`src/hdl/ffsu_pkg_classify.sv`:
```
`timescale 1ns/100ps
package ffsu_pkg;
	// status word bit positions
	localparam int unsigned ST_ERR = 15;
	localparam int unsigned ST_GRP_DIS = 14;
	localparam int unsigned ST_UV_EN = 11;
	localparam int unsigned ST_UNF_EN = 10;
	localparam int unsigned ST_OVF_EN = 9;
	localparam int unsigned ST_CONV_EN = 8;
	localparam int unsigned ST_DBL = 7;
	localparam int unsigned ST_LONG = 6;
	localparam int unsigned ST_CHOP = 5;
	localparam int unsigned ST_N = 3;
	localparam int unsigned ST_Z = 2;
	localparam int unsigned ST_V = 1;
	localparam int unsigned ST_C = 0;
	// meaningful status bits, reserved bits 13, 12 and 4 read zero
	localparam logic [15:0] ST_MASK = 16'hcfef;
	localparam logic [15:0] ST_RESET = 16'h0000;
	// exception codes
	localparam logic [3:0] EC_NONE = 4'h0;
	localparam logic [3:0] EC_OPCODE = 4'h2;
	localparam logic [3:0] EC_DIV_ZERO = 4'h4;
	localparam logic [3:0] EC_CONV = 4'h6;
	localparam logic [3:0] EC_OVF = 4'h8;
	localparam logic [3:0] EC_UNF = 4'ha;
	localparam logic [3:0] EC_UNDEF = 4'hc;
	// exponent bias and true exponent limits
	localparam logic [7:0] EXP_BIAS = 8'h80;
	localparam logic signed [9:0] EXP_TRUE_MAX = 10'sh07f;
	localparam logic signed [9:0] EXP_TRUE_MIN = -10'sh07f;
	// word field layout, single operands sit in the upper half
	localparam int unsigned W_SIGN = 63;
	localparam int unsigned W_EXP_HI = 62;
	localparam int unsigned W_EXP_LO = 55;
	localparam int unsigned FRAC_DBL_W = 55;
	localparam int unsigned FRAC_SGL_W = 23;
	localparam int unsigned INT_SHORT_W = 16;
endpackage : ffsu_pkg

// splits a stored word into its fields and classifies it
module ffsu_classify (
	input wire logic [63:0] word_i,
	input wire logic double_i,
	output logic clean_zero_o,
	output logic dirty_zero_o,
	output logic undef_var_o,
	output logic negative_o,
	output logic is_zero_o,
	output logic [7:0] biased_exp_o,
	output logic [55:0] fraction_o
);
	logic [54:0] frac_field;

	// single mode ignores the low half of the word
	always_comb begin
		frac_field = word_i[54:0];
		if (!double_i) begin
			frac_field[31:0] = 32'h00000000;
		end
	end

	// field split and zero class
	assign biased_exp_o = word_i[ffsu_pkg::W_EXP_HI:ffsu_pkg::W_EXP_LO];
	assign negative_o = word_i[ffsu_pkg::W_SIGN];
	assign is_zero_o = (biased_exp_o == 8'h00);
	assign clean_zero_o = is_zero_o && !negative_o && (frac_field == 55'h0);
	assign dirty_zero_o = is_zero_o && (frac_field != 55'h0);
	assign undef_var_o = is_zero_o && negative_o;
	// hidden bit restored, zero class yields an exact zero fraction
	assign fraction_o = is_zero_o ? 56'h0 : {1'b1, frac_field};
endmodule : ffsu_classify

```
`src/hdl/ffsu_status_unit.sv`:
```
`timescale 1ns/100ps
module ffsu_status_unit (
	input wire logic core_clk_i,
	input wire logic arst_n_i,
	input wire logic load_fp_status_instr_i,
	input wire logic [15:0] status_wdata_i,
	input wire logic op_done_i,
	input wire logic res_sign_i,
	input wire logic res_zero_i,
	input wire logic [9:0] res_exp_i,
	input wire logic [54:0] res_frac_i,
	input wire logic res_carry_i,
	input wire logic mem_operand_valid_i,
	input wire logic [63:0] mem_operand_i,
	input wire logic div_zero_i,
	input wire logic illegal_op_i,
	input wire logic conv_fail_i,
	input wire logic [31:0] int_operand_i,
	output logic [15:0] fp_status_control_o,
	output logic [3:0] fp_exception_code_o,
	output logic exception_req_o,
	output logic result_valid_o,
	output logic [63:0] result_word_o,
	output logic [31:0] int_value_o,
	output logic [55:0] operand_fraction_o,
	output logic operand_zero_o,
	output logic operand_undef_o
);
	logic [15:0] status_reg;
	logic [15:0] status_next;
	logic [3:0] code_reg;
	logic [3:0] code_next;
	logic req_reg;
	logic req_next;
	logic res_valid_reg;
	logic res_valid_next;
	logic [63:0] res_word_reg;
	logic [63:0] res_word_next;
	logic [31:0] int_reg;
	logic [31:0] int_next;
	logic [55:0] opf_reg;
	logic [55:0] opf_next;
	logic opz_reg;
	logic opz_next;
	logic opu_reg;
	logic opu_next;
	logic cls_clean;
	logic cls_dirty;
	logic cls_undef;
	logic cls_neg;
	logic cls_zero;
	logic [7:0] cls_exp;
	logic [55:0] cls_frac;
	logic ovf_det;
	logic unf_det;
	logic uv_det;
	logic q_uv;
	logic q_ovf;
	logic q_unf;
	logic q_conv;
	logic any_q;
	logic store_zero;
	logic [63:0] packed_res;

	// packs sign, true exponent and fraction into a stored word
	function automatic logic [63:0] pack_word(input logic sign, input logic [9:0] texp,
			input logic [54:0] frac, input logic dbl);
		logic [7:0] bexp;
		logic [54:0] f;
		bexp = texp[7:0] + ffsu_pkg::EXP_BIAS;
		f = frac;
		if (!dbl) begin
			f[31:0] = 32'h00000000;
		end
		pack_word = {sign, bexp, f};
	endfunction : pack_word

	// memory operand classification
	ffsu_classify u_classify (
		.word_i(mem_operand_i),
		.double_i(status_reg[ffsu_pkg::ST_DBL]),
		.clean_zero_o(cls_clean),
		.dirty_zero_o(cls_dirty),
		.undef_var_o(cls_undef),
		.negative_o(cls_neg),
		.is_zero_o(cls_zero),
		.biased_exp_o(cls_exp),
		.fraction_o(cls_frac)
	);

	// range checks and qualified exceptions
	assign ovf_det = !res_zero_i && ($signed(res_exp_i) > ffsu_pkg::EXP_TRUE_MAX);
	assign unf_det = !res_zero_i && ($signed(res_exp_i) < ffsu_pkg::EXP_TRUE_MIN);
	assign uv_det = mem_operand_valid_i && cls_undef;
	assign q_uv = uv_det && status_reg[ffsu_pkg::ST_UV_EN];
	assign q_ovf = ovf_det && status_reg[ffsu_pkg::ST_OVF_EN];
	assign q_unf = unf_det && status_reg[ffsu_pkg::ST_UNF_EN];
	assign q_conv = conv_fail_i && status_reg[ffsu_pkg::ST_CONV_EN];
	assign any_q = illegal_op_i || div_zero_i || q_uv || q_ovf || q_unf || q_conv;
	// out of range with its interrupt off stores an exact zero
	assign store_zero = res_zero_i || (ovf_det && !status_reg[ffsu_pkg::ST_OVF_EN]) ||
		(unf_det && !status_reg[ffsu_pkg::ST_UNF_EN]);
	assign packed_res = store_zero ? 64'h0 :
		pack_word(res_sign_i, res_exp_i, res_frac_i, status_reg[ffsu_pkg::ST_DBL]);

	// status word next value
	always_comb begin
		status_next = status_reg;
		if (load_fp_status_instr_i) begin
			status_next = status_wdata_i & ffsu_pkg::ST_MASK;
		end
		if (op_done_i && !illegal_op_i) begin
			status_next[ffsu_pkg::ST_N] = packed_res[ffsu_pkg::W_SIGN];
			status_next[ffsu_pkg::ST_Z] = store_zero;
			status_next[ffsu_pkg::ST_V] = ovf_det;
			status_next[ffsu_pkg::ST_C] = res_carry_i;
		end
		// set beats a simultaneous clear by load
		if (op_done_i && any_q) begin
			status_next[ffsu_pkg::ST_ERR] = 1'b1;
		end
	end

	// exception code and host request
	always_comb begin
		code_next = code_reg;
		req_next = 1'b0;
		if (op_done_i && any_q) begin
			req_next = !status_reg[ffsu_pkg::ST_GRP_DIS];
			if (illegal_op_i) begin
				code_next = ffsu_pkg::EC_OPCODE;
			end else if (q_uv) begin
				code_next = ffsu_pkg::EC_UNDEF;
			end else if (div_zero_i) begin
				code_next = ffsu_pkg::EC_DIV_ZERO;
			end else if (q_conv) begin
				code_next = ffsu_pkg::EC_CONV;
			end else if (q_ovf) begin
				code_next = ffsu_pkg::EC_OVF;
			end else begin
				code_next = ffsu_pkg::EC_UNF;
			end
		end
	end

	// result, integer and operand outputs
	always_comb begin
		res_valid_next = op_done_i && !illegal_op_i;
		res_word_next = res_word_reg;
		int_next = int_reg;
		opf_next = opf_reg;
		opz_next = opz_reg;
		opu_next = opu_reg;
		if (op_done_i && !illegal_op_i) begin
			res_word_next = packed_res;
			if (conv_fail_i) begin
				int_next = 32'h00000000;
			end else if (status_reg[ffsu_pkg::ST_LONG]) begin
				int_next = int_operand_i;
			end else begin
				int_next = {{16{int_operand_i[ffsu_pkg::INT_SHORT_W-1]}}, int_operand_i[15:0]};
			end
		end
		if (mem_operand_valid_i) begin
			opf_next = cls_frac;
			opz_next = cls_zero;
			opu_next = cls_undef;
		end
	end

	// state registers
	always_ff @(posedge core_clk_i or negedge arst_n_i) begin
		if (!arst_n_i) begin
			status_reg <= ffsu_pkg::ST_RESET;
			code_reg <= ffsu_pkg::EC_NONE;
			req_reg <= 1'b0;
			res_valid_reg <= 1'b0;
			res_word_reg <= 64'h0;
			int_reg <= 32'h00000000;
			opf_reg <= 56'h0;
			opz_reg <= 1'b0;
			opu_reg <= 1'b0;
		end else begin
			status_reg <= status_next;
			code_reg <= code_next;
			req_reg <= req_next;
			res_valid_reg <= res_valid_next;
			res_word_reg <= res_word_next;
			int_reg <= int_next;
			opf_reg <= opf_next;
			opz_reg <= opz_next;
			opu_reg <= opu_next;
		end
	end

	// outputs straight from flip-flops
	assign fp_status_control_o = status_reg;
	assign fp_exception_code_o = code_reg;
	assign exception_req_o = req_reg;
	assign result_valid_o = res_valid_reg;
	assign result_word_o = res_word_reg;
	assign int_value_o = int_reg;
	assign operand_fraction_o = opf_reg;
	assign operand_zero_o = opz_reg;
	assign operand_undef_o = opu_reg;

	// checks on the status and exception logic
	err_sticky_a: assert property (@(posedge core_clk_i) disable iff (!arst_n_i)
		status_reg[15] && !load_fp_status_instr_i |=> status_reg[15])
		else $error("error flag cleared without status load");
	div_sets_err_a: assert property (@(posedge core_clk_i) disable iff (!arst_n_i)
		op_done_i && div_zero_i |=> fp_status_control_o[15] && exception_req_o == !$past(status_reg[14]))
		else $error("divide by zero did not set error flag");
	grp_dis_req_a: assert property (@(posedge core_clk_i) disable iff (!arst_n_i)
		op_done_i && status_reg[14] |=> !exception_req_o)
		else $error("request raised while group disabled");
	req_needs_err_a: assert property (@(posedge core_clk_i) disable iff (!arst_n_i)
		exception_req_o |-> fp_status_control_o[15] && !$past(status_reg[14]))
		else $error("request without error flag");
	opcode_code_a: assert property (@(posedge core_clk_i) disable iff (!arst_n_i)
		op_done_i && illegal_op_i |=> fp_exception_code_o == 4'h2 && !result_valid_o)
		else $error("opcode error code wrong");
	ovf_zero_a: assert property (@(posedge core_clk_i) disable iff (!arst_n_i)
		op_done_i && !illegal_op_i && ovf_det && !status_reg[9] |=> result_word_o == 64'h0 && status_reg[2])
		else $error("disabled overflow did not store zero");
	no_minus_zero_a: assert property (@(posedge core_clk_i) disable iff (!arst_n_i)
		op_done_i && !illegal_op_i && !status_reg[9] && !status_reg[10]
		|=> !(result_word_o[63] && result_word_o[62:55] == 8'h00))
		else $error("minus zero stored with interrupts off");
	ovf_code_v_a: assert property (@(posedge core_clk_i) disable iff (!arst_n_i)
		op_done_i && !illegal_op_i && !res_zero_i && $signed(res_exp_i) == 10'sh080 |=> status_reg[1])
		else $error("overflow at 200 octal not flagged");
	wrap_exp_a: assert property (@(posedge core_clk_i) disable iff (!arst_n_i)
		op_done_i && !illegal_op_i && !res_zero_i && res_exp_i == 10'h080 && status_reg[9]
		|=> result_word_o[62:55] == 8'h00 && result_word_o[54:32] == $past(res_frac_i[54:32]))
		else $error("overflow result not wrapped");
	cc_neg_a: assert property (@(posedge core_clk_i) disable iff (!arst_n_i)
		result_valid_o |-> fp_status_control_o[3] == result_word_o[63])
		else $error("negative code mismatch");
	reserved_zero_a: assert property (@(posedge core_clk_i) disable iff (!arst_n_i)
		fp_status_control_o[13:12] == 2'h0 && !fp_status_control_o[4])
		else $error("reserved status bits set");
	int_short_a: assert property (@(posedge core_clk_i) disable iff (!arst_n_i)
		op_done_i && !illegal_op_i && !conv_fail_i && !status_reg[6]
		|=> int_value_o == {{16{$past(int_operand_i[15])}}, $past(int_operand_i[15:0])})
		else $error("short integer not sign extended");
	undef_trap_a: assert property (@(posedge core_clk_i) disable iff (!arst_n_i)
		op_done_i && uv_det && status_reg[11] && !illegal_op_i |=> fp_exception_code_o == 4'hc)
		else $error("undefined variable code wrong");

	code_hold_a: assert property (@(posedge core_clk_i) disable iff (!arst_n_i)
		op_done_i && !any_q |=> fp_exception_code_o == $past(code_reg))
		else $error("exception code changed without exception");
	load_write_a: assert property (@(posedge core_clk_i) disable iff (!arst_n_i)
		load_fp_status_instr_i && !op_done_i
		|=> fp_status_control_o == ($past(status_wdata_i) & ffsu_pkg::ST_MASK))
		else $error("status load not taken");
	pulse_only_a: assert property (@(posedge core_clk_i) disable iff (!arst_n_i)
		!op_done_i |=> !exception_req_o && !result_valid_o)
		else $error("pulse without finished instruction");
	unf_zero_a: assert property (@(posedge core_clk_i) disable iff (!arst_n_i)
		op_done_i && !illegal_op_i && unf_det && !status_reg[ffsu_pkg::ST_UNF_EN]
		|=> result_word_o == 64'h0 && fp_status_control_o[ffsu_pkg::ST_Z])
		else $error("disabled underflow did not store zero");
	clean_zero_a: assert property (@(posedge core_clk_i) disable iff (!arst_n_i)
		mem_operand_valid_i && cls_clean |=> operand_zero_o && !operand_undef_o && operand_fraction_o == 56'h0)
		else $error("clean zero not classed as zero");
	dirty_zero_a: assert property (@(posedge core_clk_i) disable iff (!arst_n_i)
		mem_operand_valid_i && cls_dirty |=> operand_zero_o && operand_fraction_o == 56'h0)
		else $error("dirty zero not treated as zero");
	nonzero_exp_a: assert property (@(posedge core_clk_i) disable iff (!arst_n_i)
		mem_operand_valid_i && cls_exp != 8'h00 |=> !operand_zero_o && operand_fraction_o[55])
		else $error("nonzero exponent lost hidden bit");
	undef_neg_a: assert property (@(posedge core_clk_i) disable iff (!arst_n_i)
		mem_operand_valid_i && cls_neg && cls_zero |=> operand_undef_o)
		else $error("negative zero operand not flagged undefined");

	// main scenarios
	div_seen_c: cover property (@(posedge core_clk_i) disable iff (!arst_n_i) op_done_i && div_zero_i);
	ovf_int_c: cover property (@(posedge core_clk_i) disable iff (!arst_n_i) op_done_i && q_ovf);
	undef_int_c: cover property (@(posedge core_clk_i) disable iff (!arst_n_i) op_done_i && q_uv);
	err_clear_c: cover property (@(posedge core_clk_i) disable iff (!arst_n_i)
		status_reg[15] && load_fp_status_instr_i && !status_wdata_i[15]);
	ovf_wrap_c: cover property (@(posedge core_clk_i) disable iff (!arst_n_i)
		op_done_i && q_ovf && res_exp_i == 10'h080);
endmodule : ffsu_status_unit

```
`config.mk`:
```
export PLATFORM = sky130hd
export DESIGN_NAME = ffsu_status_unit
export DESIGN_NICKNAME = d
export VERILOG_FILES = /design/src/hdl/ffsu_pkg_classify.sv /design/src/hdl/ffsu_status_unit.sv
export SDC_FILE = /design/constraint.sdc
export NUM_CORES = 1
export LEC_CHECK = 0
export ABC_AREA = 1
export CORE_AREA = 2 2 142 144
export DETAILED_ROUTE_END_ITERATION = 10
export DIE_AREA = 0 0 144 146
export DONT_BUFFER_PORTS = 1
export HOLD_SLACK_MARGIN = 0.02
export SETUP_SLACK_MARGIN = 0.5
export SLEW_MARGIN = 20
export SYNTH_ARGS = -nofsm -noshare
export SYNTH_HDL_FRONTEND = slang
export SYNTH_SLANG_ARGS = --single-unit
```
`constraint.sdc`:
```
create_clock -name core_clk_i -period 1.8 [get_ports core_clk_i]
set_clock_uncertainty 0.05 [all_clocks]
set_input_delay 0.27 -clock core_clk_i [delete_from_list [all_inputs] [get_ports core_clk_i]]
set_output_delay 0.27 -clock core_clk_i [all_outputs]
set_load 0.02 [all_outputs]
```
==> summary.md <==
| Metric | Value |
|---|---|
| Routed wire length | `21740 microns` |
| Max Cap Viol | `0` |
| Clock sink total | `between 150 and 200` |
| Nets | `1102` |
| Cells after Synth | `739` |
| Hpwl dp | `between 10000 and 15000 microns` |
| Worst-Skew Late Latency | `0.41 ns` |
| Critical Path Max Stage Delay | `0.44 ns` |
| Clock tree buffer depth | `2` |
| Worst setup SP type | `register` |
| DRT Pass-1 Iters | `4` |
| Core Area | `0.01933 sq mm` |
| Initial DRC Count | `310` |
| CP max FO | `9` |
| RSZ-0062 raised after global routing | `true` |
| Post-cts hold buffer count | `178` |
| Gpl congestion | `0.7271` |
| Final hold violations | `approximately 170` |
| Die W | `144 microns` |
| Post-synthesis xor/xnor area fraction | `0` |
| Clock power share | `0.364` |
| WL per Instance | `~18 microns` |
| Relative slew slack | `0.5496` |
| Antenna violations before repair | `0` |
| Drt drc | `0` |
| Via density | `4.924` |
| Area growth syn-to-layout | `40.42%` |
| Critical path buffer and inverter count | `1` |
| Area share of and/or/nand/nor cells after synthesis | `0.2174` |
| Combinational share of power | `0.112` |
| GRT overflow | `0` |
| Final Cycle Share | `0.7368` |
| CTS root buffer | `clkbuf_16` |
| Final Max Tran Viols | `0` |
| First-pass GRT wire length | `32410 microns` |
| Maximum clock rate | `0.7540 GHz` |
| Largest net degree at the start of global routing | `173` |
| Via count | `5869` |
| Netlist Area Pre-Place | `between 0.006 and 0.007 sq mm` |
| CP top delay family | `flip-flops` |
| Clock transition at path regs | `around 0.070 ns` |
| Crit path DAT | `around 1.0 ns` |
| Htree depth | `4` |
| Violated checks | `negative hold slack` |
| WS Path Type | `register to output port` |
| Die ar. | `approximately 0.021 sq mm` |
| Port bufs | `0` |
| Placement Rows | `between 50 and 60` |
| Yosys warning total | `0` |
| Starting density of the core | `0.3543` |
| Data required, critical path | `1.48 ns` |
| Total power | `0.009382 W` |
| Cells along the critical path | `buf_12` |
| Worst-Margin Slew | `about 0.68 ns` |
| Vias in the first global route | `6076` |
| Seq/Total Area, Yosys | `0.6283` |
| Mux contribution to synthesized area | `0` |
| Total CTS buffers | `17` |
| Pre-CTS setup slack | `between 0.15 and 0.2 ns` |
| CP Capture Type | `output port` |
| PwrDens | `975.3 mW/mm^2` |
| Setup TNS Final | `0 ns` |
| Min Tclk post-route | `between 1 and 1.5 ns` |
| Net load switching power | `roughly 0.0028 W` |
| Part of the power in registers | `0.524` |
| Final setup vio count | `0` |
| Switching Fraction | `0.3018` |
| Compound-gate portion of the synthesized area | `0.09626` |
| CTS tree | `yes` |
| Total GRT Usage | `0.1982` |
| Leak | `4.653 nW` |
| Synth cell types | `23` |
| VDD IR max | `between 0.5 and 0.6 mV` |
| Hold WS | `-0.5043 ns` |
| Register bit count reported by yosys | `172` |
| Main combinational cell family by area after synthesis | `simple AND/OR/NAND/NOR gates` |
| Hold Crit Class | `input port to async pin` |
| Antenna-violating nets left | `0` |
| Status | `complete, but fails checks` |
| Crit-path slowest cell | `dfrtp_2` |
| Internal | `0.006550 W` |
| DIE HEIGHT | `between 100 and 150 microns` |
| Antenna cells | `0` |
| Ports | `364` |
| Syn Area/Cell | `~9 sq um` |
| Synth Area in Adders | `0` |
| Final worst slack | `approximately 0.47 ns` |
| Share of layout cells above drive strength 1 | `0.08198` |
==> synthesized netlist by cell type (all sizes together) <==
master | number | area share
conb | 1 | 0.00055
nand2 | 302 | 0.17
o21a | 1 | 0.0011
inv | 33 | 0.019
nand4 | 2 | 0.0027
dfrtp | 172 | 0.63
o21ai | 71 | 0.052
or2 | 1 | 0.00091
a21oi | 19 | 0.014
buf | 28 | 0.028
clkbuf | 20 | 0.011
a22o | 23 | 0.029
nand3 | 48 | 0.035
nor2 | 18 | 0.012
==> cell families after synthesis <==
group                  after synthesis
AOI/OAI and AO/OA                  114
buffers and inverters               81
DFF                                172
other                                1
and+or+nand+nor                    371
==> power groups by stage <==
stage	logic [W]	clock network (W)	registers, W
after floorplan	0.000514	0	0.00488
after global placement	0.000606	0	0.00497
after detailed placement	0.000638	0	0.00497
after CTS	0.000996	0.00352	0.00491
after global routing	0.00117	0.00369	0.00495
final	0.00105	0.00341	0.00492
==> final timing paths <==
| path | start | endpoint | slack [ns] | depth (start not counted) |
|---|---|---|---|---|
| hold reg to reg | fp_status_control_o[14]$_DFFE_PN0P_ | exception_req_o$_DFF_PN0_ | 0.56 | 1 |
| hold / removal | arst_n_i | operand_fraction_o[49]$_DFFE_PN0P_ | -0.50 | 0 |
| setup / recovery | fp_status_control_o[7]$_DFFE_PN0P_ | fp_status_control_o[7] | 0.47 | 1 |
| setup reg to reg | fp_status_control_o[8]$_DFFE_PN0P_ | fp_exception_code_o[3]$_DFFE_PN0P_ | 0.48 | 9 |
| min in group core_clk_i | res_exp_i[9] | fp_status_control_o[1]$_DFFE_PN0P_ | 0.05 | 3 |
| max in group asynchronous | arst_n_i | fp_exception_code_o[3]$_DFFE_PN0P_ | 1.99 | 0 |
==> registers in the layout (all words and copies together) (netlist names) <==
name	count
operand_zero_o	1
exception_req_o	1
fp_status_control_o	13
operand_fraction_o	56
operand_undef_o	1
int_value_o	32
result_valid_o	1
fp_exception_code_o	3
result_word_o	64
==> through the flow <==
step | std cells | utilization | cell area [sq um] | hold WS (ns)
2_1_floorplan | 742 | - | 6875 | -0.07559
3_3_place_gp | 970 | 0.3644 | 7046 | -0.07241
3_5_place_dp | 971 | 0.3654 | 7066 | -0.07233
4_1_cts | 1185 | 0.4909 | 9492 | -0.5289
5_1_grt | 1192 | 0.4975 | 9619 | -0.5357
6_report | 1192 | 0.4975 | 9619 | -0.5043
==> routing by layer <==
| layer | global-route usage | up-vias | share of wire |
|---|---|---|---|
| met2 | 0.3421 | 286 | 0.51 |
| met4 | 0.08627 | 0 | 0.032 |
| met5 | 0 | - | 0 |
| li1 | - | 2704 | - |
| met1 | 0.2285 | 2833 | 0.39 |
| met3 | 0.05462 | 46 | 0.075 |
==> final cells by class <==
cell class,count,area [sq um]
clock buffers,19,432.9
clock inverters,13,113.9
fillers,1705,9716
inverters,33,138.9
multi-input cells,489,2232
flip-flops and latches,172,4307
well taps,265,331.6
repair buffers,201,2063
==> placed cells by master, fill, tap and decap left out, types with 2 or more instances in the layout <==
| master | n |
|---|---|
| a22o_1 | 23 |
| clkinvlp_4 | 5 |
| nand2_1 | 296 |
| clkinv_4 | 3 |
| inv_1 | 26 |
| dfrtp_1 | 170 |
| dlygate4sd3_1 | 178 |
| nand2_2 | 3 |
| inv_2 | 4 |
| clkbuf_1 | 2 |
| a21oi_1 | 19 |
| clkbuf_16 | 19 |
| buf_4 | 13 |
| nor2_1 | 14 |
| dfrtp_2 | 2 |
| inv_6 | 2 |
| nor2_4 | 4 |
| buf_6 | 3 |
| buf_12 | 5 |
| o21ai_0 | 36 |
| o21ai_1 | 35 |
| nand2_4 | 2 |
| nand3_1 | 45 |
| conb_1 | 4 |
| nand3_2 | 2 |
==> repair_timing <==
action | in CTS | in global routing
setup endpoints to repair | 42 | 81
gates cloned | 0 | 2
setup buffers | 4 | 5
pin swaps | 6 | 8
endpoints found under the hold margin | 344 | 172
gates resized for setup | 18 | 10
Note: power is estimated with default switching activity, not from simulation.
